## src/inc/rtc_pkg.sv

```systemverilog
// constants and types for the real-time clock register block
package rtc_pkg;
    // bus target address, 11010000b without its direction bit
    localparam logic [6:0] DEV_ADDR = 7'h68;
    localparam logic [7:0] ADDR_SECONDS = 8'h00;
    localparam logic [7:0] ADDR_MINUTES = 8'h01;
    localparam logic [7:0] ADDR_HOURS_CENTURY = 8'h02;
    localparam logic [7:0] ADDR_YEARS = 8'h06;
    localparam logic [7:0] ADDR_CHARGER_ENABLE = 8'h08;
    localparam logic [7:0] ADDR_CONFIG_SECOND = 8'h09;
    localparam logic [7:0] ADDR_SPECIAL_KEY_FIRST = 8'h20;
    localparam logic [7:0] ADDR_SPECIAL_FUNCTION = 8'h22;
    // storage index: 0..9 normal registers, 10..12 special group
    localparam logic [3:0] IDX_SECONDS = 4'h0;
    localparam logic [3:0] IDX_MINUTES = 4'h1;
    localparam logic [3:0] IDX_FIRST_PLAIN = 4'h2;
    localparam logic [3:0] IDX_SPECIAL_BASE = 4'ha;
    localparam logic [3:0] IDX_LAST = 4'hc;
    localparam int IDX_PLAIN_LO = 2;
    localparam int IDX_PLAIN_HI = 12;
    // seconds and minutes field layout
    localparam int STOP_BIT = 7;
    localparam int FAIL_BIT = 7;
    localparam logic [3:0] UNITS_MAX = 4'h9;
    localparam logic [3:0] UNITS_TOP = 4'hf;
    localparam logic [2:0] TENS_MAX = 3'h5;
    localparam logic [2:0] TENS_TOP = 3'h7;
    // reset values
    localparam logic [7:0] RESET_SECONDS = 8'h00;
    localparam logic [7:0] RESET_MINUTES = 8'h80;
    localparam logic [7:0] RESET_PLAIN = 8'h00;
    // serial byte framing
    localparam logic [3:0] BYTE_BITS = 4'h8;
    localparam logic [3:0] BIT_LAST = 4'h7;
    // timing
    localparam int CLK_HZ = 25_000_000;
    localparam int SECOND_TIME_S = 1;
    localparam int SECOND_CYCLES = SECOND_TIME_S * CLK_HZ;
    localparam int PRE_WIDTH = 25;
    typedef enum logic [7:0] {
        S_IDLE = 8'h01,
        S_ADDR = 8'h02,
        S_ACK = 8'h04,
        S_PTR = 8'h08,
        S_WRITE = 8'h10,
        S_READ = 8'h20,
        S_MACK = 8'h40,
        S_WAIT = 8'h80
    } state_type;
    typedef struct packed {
        logic start;
        logic stop;
        logic rise;
        logic fall;
        logic sda;
    } bus_event_type;
endpackage

```

## src/logic/rtc_core.sv

```systemverilog
// real-time clock register file, seconds counter and two-wire bus target
`timescale 1ns/1ps
module rtc_core #(
    parameter int ONE_SECOND_CYCLES = rtc_pkg::SECOND_CYCLES
) (
    // clock, reset, enable
    input wire logic CLK_SYS,
    input wire logic SRST,
    input wire logic CE,
    // supply state
    input wire logic BACKUP,
    // two-wire bus
    input wire logic SCL,
    input wire logic SDA_IN,
    output logic SDA_OUT,
    output logic SDA_OE,
    // status
    output logic OSC_STOPPED,
    output logic SECOND_PULSE
);
    import rtc_pkg::*;

    state_type state;
    bus_event_type ev;
    logic scl_q, sda_q;
    logic [7:0] shift;
    logic [3:0] bit_cnt;
    logic [7:0] ptr;
    logic rw, have_ptr, sda_oe, sda_level;
    logic [7:0] seconds, minutes;
    logic [7:0] store [IDX_PLAIN_LO:IDX_PLAIN_HI];
    logic [PRE_WIDTH-1:0] pre;
    logic tick, backup_q;
    logic [3:0] idx;
    logic hit, wr_en;
    logic [7:0] rd_data;
    logic [3:0] next_units;
    logic [2:0] next_tens;
    logic units_wrap, sec_carry;
    logic [3:0] next_min_units;
    logic [2:0] next_min_tens;
    logic min_units_wrap;

    assign SDA_OUT = sda_level;
    assign SDA_OE = sda_oe;
    assign OSC_STOPPED = seconds[STOP_BIT];
    assign SECOND_PULSE = tick;

    // pin sampling and bus condition detection
    always_ff @(posedge CLK_SYS) begin
        if (SRST) begin
            scl_q <= 1'b1;
            sda_q <= 1'b1;
            sda_level <= 1'b0;
        end else if (CE) begin
            scl_q <= SCL;
            sda_q <= SDA_IN;
            sda_level <= 1'b0;
        end
    end

    always_comb begin
        ev.start = SCL & scl_q & sda_q & ~SDA_IN;
        ev.stop = SCL & scl_q & ~sda_q & SDA_IN;
        ev.rise = SCL & ~scl_q;
        ev.fall = ~SCL & scl_q;
        ev.sda = SDA_IN;
    end

    // register pointer decode into storage index
    always_comb begin
        idx = 4'h0;
        hit = 1'b0;
        if (ptr <= ADDR_CONFIG_SECOND) begin
            idx = ptr[3:0];
            hit = 1'b1;
        end else if (ptr >= ADDR_SPECIAL_KEY_FIRST && ptr <= ADDR_SPECIAL_FUNCTION) begin
            idx = IDX_SPECIAL_BASE + {2'b00, ptr[1:0]};
            hit = 1'b1;
        end
    end

    always_comb begin
        rd_data = 8'h00;
        if (hit) begin
            case (idx)
                IDX_SECONDS: rd_data = seconds;
                IDX_MINUTES: rd_data = minutes;
                default: rd_data = store[idx];
            endcase
        end
    end

    assign wr_en = CE && !BACKUP && !ev.start && !ev.stop && state == S_WRITE
        && ev.fall && bit_cnt == BYTE_BITS && hit;

    // bus target sequencer
    always_ff @(posedge CLK_SYS) begin
        if (SRST) begin
            state <= S_IDLE;
            shift <= 8'h00;
            bit_cnt <= 4'h0;
            ptr <= 8'h00;
            rw <= 1'b0;
            have_ptr <= 1'b0;
            sda_oe <= 1'b0;
        end else if (CE) begin
            if (BACKUP || ev.stop) begin
                state <= S_IDLE;
                sda_oe <= 1'b0;
            end else if (ev.start) begin
                state <= S_ADDR;
                bit_cnt <= 4'h0;
                have_ptr <= 1'b0;
                sda_oe <= 1'b0;
            end else begin
                case (state)
                    S_ADDR, S_PTR, S_WRITE: begin
                        if (ev.rise) begin
                            shift <= {shift[6:0], ev.sda};
                            bit_cnt <= bit_cnt + 4'h1;
                        end else if (ev.fall && bit_cnt == BYTE_BITS) begin
                            bit_cnt <= 4'h0;
                            if (state == S_ADDR && shift[7:1] != DEV_ADDR) begin
                                state <= S_IDLE;
                            end else begin
                                state <= S_ACK;
                                sda_oe <= 1'b1;
                            end
                            if (state == S_ADDR) begin
                                rw <= shift[0];
                            end
                            if (state == S_PTR) begin
                                ptr <= shift;
                                have_ptr <= 1'b1;
                            end
                            if (state == S_WRITE) begin
                                ptr <= ptr + 8'h01;
                            end
                        end
                    end
                    S_ACK: begin
                        if (ev.fall) begin
                            if (rw) begin
                                state <= S_READ;
                                shift <= rd_data;
                                ptr <= ptr + 8'h01;
                                sda_oe <= ~rd_data[7];
                            end else begin
                                state <= have_ptr ? S_WRITE : S_PTR;
                                sda_oe <= 1'b0;
                            end
                        end
                    end
                    S_READ: begin
                        if (ev.fall) begin
                            if (bit_cnt == BIT_LAST) begin
                                state <= S_MACK;
                                bit_cnt <= 4'h0;
                                sda_oe <= 1'b0;
                            end else begin
                                shift <= {shift[6:0], 1'b0};
                                bit_cnt <= bit_cnt + 4'h1;
                                sda_oe <= ~shift[6];
                            end
                        end
                    end
                    S_MACK: begin
                        // master acknowledge asks for the next byte
                        if (ev.rise) begin
                            state <= ev.sda ? S_WAIT : S_ACK;
                        end
                    end
                    S_IDLE, S_WAIT: begin
                        state <= state;
                    end
                    default: begin
                        state <= S_IDLE;
                        sda_oe <= 1'b0;
                    end
                endcase
            end
        end
    end

    // one-second prescaler
    always_ff @(posedge CLK_SYS) begin
        if (SRST) begin
            pre <= '0;
            tick <= 1'b0;
            backup_q <= 1'b0;
        end else if (CE) begin
            backup_q <= BACKUP;
            tick <= 1'b0;
            if (backup_q && !BACKUP) begin
                pre <= '0;
            end else if (pre == PRE_WIDTH'(ONE_SECOND_CYCLES - 1)) begin
                pre <= '0;
                tick <= 1'b1;
            end else begin
                pre <= pre + 1'b1;
            end
        end
    end

    // seconds digits; an invalid digit keeps counting up to its field top
    always_comb begin
        units_wrap = seconds[3:0] == UNITS_MAX || seconds[3:0] == UNITS_TOP;
        next_units = units_wrap ? 4'h0 : seconds[3:0] + 4'h1;
        sec_carry = units_wrap && (seconds[6:4] == TENS_MAX || seconds[6:4] == TENS_TOP);
        next_tens = seconds[6:4];
        if (units_wrap) begin
            next_tens = (seconds[6:4] == TENS_MAX) ? 3'h0 : seconds[6:4] + 3'h1;
        end
        min_units_wrap = minutes[3:0] == UNITS_MAX || minutes[3:0] == UNITS_TOP;
        next_min_units = min_units_wrap ? 4'h0 : minutes[3:0] + 4'h1;
        next_min_tens = minutes[6:4];
        if (min_units_wrap) begin
            next_min_tens = (minutes[6:4] == TENS_MAX) ? 3'h0 : minutes[6:4] + 3'h1;
        end
    end

    always_ff @(posedge CLK_SYS) begin
        if (SRST) begin
            seconds <= RESET_SECONDS;
        end else if (CE) begin
            if (wr_en && idx == IDX_SECONDS) begin
                seconds <= shift;
            end else if (tick && !seconds[STOP_BIT]) begin
                seconds <= {seconds[STOP_BIT], next_tens, next_units};
            end
        end
    end

    always_ff @(posedge CLK_SYS) begin
        if (SRST) begin
            minutes <= RESET_MINUTES;
        end else if (CE) begin
            if (wr_en && idx == IDX_MINUTES) begin
                minutes <= shift;
            end else if (tick && !seconds[STOP_BIT] && sec_carry) begin
                minutes <= {minutes[FAIL_BIT], next_min_tens, next_min_units};
            end
        end
    end

    // plain stored registers: hours and century onward, and the special group
    for (genvar i = IDX_PLAIN_LO; i <= IDX_PLAIN_HI; i++) begin : g_plain
        always_ff @(posedge CLK_SYS) begin
            if (SRST) begin
                store[i] <= RESET_PLAIN;
            end else if (CE && wr_en && idx == 4'(i)) begin
                store[i] <= shift;
            end
        end
    end
endmodule // rtc_core

```

## config.mk

```make
export PLATFORM = sky130hd
export DESIGN_NAME = rtc_core
export DESIGN_NICKNAME = d
export VERILOG_FILES = /design/src/inc/rtc_pkg.sv /design/src/logic/rtc_core.sv
export SDC_FILE = /design/constraint.sdc
export NUM_CORES = 1
export LEC_CHECK = 0
export ABC_AREA = 1
export BUFFER_PORTS_ARGS = -buffer_cell sky130_fd_sc_hd__buf_2
export CAP_MARGIN = 40
export CELL_PAD_IN_SITES_DETAIL_PLACEMENT = 0
export CELL_PAD_IN_SITES_GLOBAL_PLACEMENT = 1
export CORE_MARGIN = 2
export CORE_UTILIZATION = 45
export CTS_CLUSTER_SIZE = 14
export DETAILED_ROUTE_END_ITERATION = 10
export PLACE_DENSITY = 0.78
export SYNTH_ARGS = -nofsm -noshare
export SYNTH_HDL_FRONTEND = slang
export SYNTH_SLANG_ARGS = --single-unit
```

## constraint.sdc

```tcl
create_clock -name CLK_SYS -period 3.15 [get_ports CLK_SYS]
set_input_delay 0.1575 -clock CLK_SYS [delete_from_list [all_inputs] [get_ports CLK_SYS]]
set_output_delay 0.1575 -clock CLK_SYS [all_outputs]
set_load 0.05 [all_outputs]
```

==> flow_metrics.tcl <==
set metrics [dict create \
    status "complete, no violations" \
    antenna_found_initial 0 \
    setup_viol 0 \
    regArea_um2 4164 \
    multi_input_area_um2 3877 \
    cp-start-kind "flop" \
    grt-ovfl-total 0 \
    nets 1078 \
    place_area_um2 8966 \
    min_path_cells 3 \
    p_comb_frac 0.068 \
    n_antenna_cell 0 \
    fin_cells 1307 \
    startpoint "ptr[1]" \
    finalHoldViolCount 0 \
    worstPathRequired_ps 3290 \
    finalSetupTns_ps 0 \
    sw_frac_of_total 0.2514 \
    drt-total-wl_um 23210 \
    io_buffers 8 \
    grt_use_total 0.2397 \
    rrSetupSlack_ps 240 \
    cts.htree.levels 4 \
    synth_commonest_cells "174 x nor2_1, 140 x nand2_1, 94 x a21oi_1, 88 x edfxtp_1, 84 x inv_1" \
    finalCriticalPeriod_ps 2907 \
    core_area_um2 18770 \
    hold_class "input pin to flop" \
    worstPathMaxFanout 21 \
    clockBufferDepth 2 \
    rsz0062_at_grt "false" \
    netlist_area_um2 8638 \
    grt_pass1_vias 6909 \
    viasPerCell 5.535 \
    die_w_um 142.6 \
    total_power_mw 4.675 \
    first_iter_violations 646 \
    synth_top_area_share 0.3059 \
    fill_cells 1825 \
    syn_area_per_cell_um2 8.258 \
    gp_congestion 0.8417 \
    dieArea_um2 20320 \
    fmax_mhz 343.9 \
    synth_area_leaders "edfxtp_1 31%, dfxtp_1 18%, nor2_1 7.6%, nand2_1 6.1%, a21oi_1 5.4%" \
    synth_most_common_cell "nor2_1" \
    clkSinkCount 164 \
    start_util 0.4603 \
    synthArstFlopShare 0 \
    grt_pass1_wl_um 37450 \
    die_y_um 142.6 \
    ys_seq_area_frac 0.4820 \
    clkPwrFrac 0.434 \
    area_growth_pct 10.70 \
    ios 10 \
    routedWlPerCell_um 17.76 \
    reg2regPathDepth 12 \
    synth_edf_count 88 \
    clock_latency_ps 440 \
    period_share 0.9230 \
    dpl.hpwl_um 16180 \
    synth_seq_cells 164 \
    tightest_slew_ps 791.9 \
    finalMaxSlewViolations 0 \
    syn_nets 1064 \
    max-cap-violations 0 \
    p_sw_mw 1.175 \
    skew_ps 10.76 \
    cts_tree "built" \
    fp-row-count 50 \
    drc 0 \
    vias 7234 \
    power.density_nw_per_um2 488.9 \
    synthDistinctLibCells 49 \
    reg2reg_from "ptr[1]" \
    relSlewSlack 0.4715 \
    peakVddDrop_mv 0.3543 \
    cts.clk_slew.worst_paths_ps 60 \
    syn_inst 1046 \
    p_int_mw 3.500 \
    pwr-share-seq 0.498 \
    cts_buffers 17 \
    crit_end "store[10][7]" \
    postRouteAntennaNets 0 \
    grt_max_degree 58 \
    r2r-end "store[10][7]" \
    worst_setup_path_end_kind "flop" \
    synthFlopType "edfxtp_1" \
    cts_setup_buffers 0 \
    design_area_um2 9563 \
    clock-root-buffer "clkbuf_16" \
    cp.arrival_ps 3050 \
    yosys.area.top_type "edfxtp_1" \
    cellLeakagePower_nw 3.509 \
    synth_warnings 0 \
    drtPass1Iterations 5 \
    crit_type "flop to flop" \
    drive_gt1_frac 0.1258 \
    place_inst 1274 \
]
-- power by group through the flow --
stage	registers, mW	clock network [mW]	logic [mW]
after global placement	2.37	0	0.313
after floorplan	2.37	0	0.217
after detailed placement	2.37	0	0.314
after CTS	2.33	2.06	0.316
final	2.33	2.03	0.318
after global routing	2.33	2.14	0.355
-- worst max-delay path: stages (launching register included) --
cell and delay (ps):
dfxtp_1 370, inv_1 170, ha_1 180, o21ai_1 60, nand2_1 70, nand2_1 80, nand2_4 180, buf_4 340
inv_2 120, nor3_4 340, nand2_1 230, o21ai_0 240, buf_4 210
-- through the flow --
step           hold WS (ps)    util  setup WS (ps)
6_report              59.87  0.5095          242.5
5_1_grt               57.88  0.5095          62.89
4_1_cts               48.49  0.5086          203.7
3_5_place_dp          450.9  0.4777          220.6
3_3_place_gp          438.0  0.4775          279.3
2_1_floorplan         283.9       -          516.7
-- sequential cells by signal, summed over array words and instances (netlist names) --
name and count:
ptr 8, rw 1, sda_q 1, SDA_OE 1
state 8, pre 25, seconds 8, scl_q 1
SECOND_PULSE 1, have_ptr 1, store 88, minutes 8
backup_q 1, shift 8, bit_cnt 4
-- cell families after synthesis --
kind of cell / Yosys count / share of synthesized area
AO/OA/AOI/OAI: 233 / 0.1541
adder cells (fa/ha/maj): 12 / 0.01738
other: 1 / 0.0004341
buffers and inverters: 146 / 0.07112
XOR/XNOR: 16 / 0.01622
flip-flops: 164 / 0.4820
AND/OR/NAND/NOR: 474 / 0.2587
-- per-layer routing --
metal  vias to the layer above  global-route usage  part of all wire
li1                       3627                   -                 -
met1                      3395              0.3460              0.48
met2                       187              0.3687              0.45
met3                        25             0.04879             0.055
met4                         0             0.06253             0.013
met5                         -                   0                 0
-- cell usage in the layout, fill, tap and decap left out, drive strengths merged, types with 5 or more instances in the layout --
| cell type | count |
|---|---|
| buf | 35 |
| ha | 12 |
| o211ai | 7 |
| o21ai | 78 |
| nor3 | 34 |
| a21oi | 95 |
| a31oi | 10 |
| clkinv | 5 |
| nand4 | 19 |
| nor2 | 186 |
| dfxtp | 76 |
| nand2 | 150 |
| nand3 | 65 |
| nor4 | 8 |
| inv | 110 |
| o22ai | 10 |
| edfxtp | 88 |
| o31ai | 8 |
| o221ai | 8 |
| xor2 | 13 |
| clkbuf | 20 |
| a211oi | 12 |
-- worst min-delay path by stage --
| stage | from | endpoint | slack (ps) |
|---|---|---|---|
| floorplan | SCL | scl_q | 280 |
| global placement | SCL | scl_q | 440 |
| detailed placement | SCL | scl_q | 450 |
| CTS | BACKUP | backup_q | 50 |
| global route | BACKUP | backup_q | 60 |
| finish | BACKUP | backup_q | 60 |
-- final cells by class --
| class | count | area share |
|---|---|---|
| Timing Repair Buffer | 36 | 0.02748 |
| Clock buffer | 20 | 0.04998 |
| Clock inverter | 12 | 0.009551 |
| Multi-Input combinational cell | 736 | 0.4055 |
| Sequential cell | 164 | 0.4354 |
| Inverter | 105 | 0.04148 |
| Tap cell | 234 | 0.03062 |
-- what timing repair did --
item                                    CTS  global route
endpoints found under the hold margin     1             0
gates resized for setup                   0             3
endpoints found under the setup margin    0            18
hold buffers                              1             0
Power figures use the tool's default switching activity.
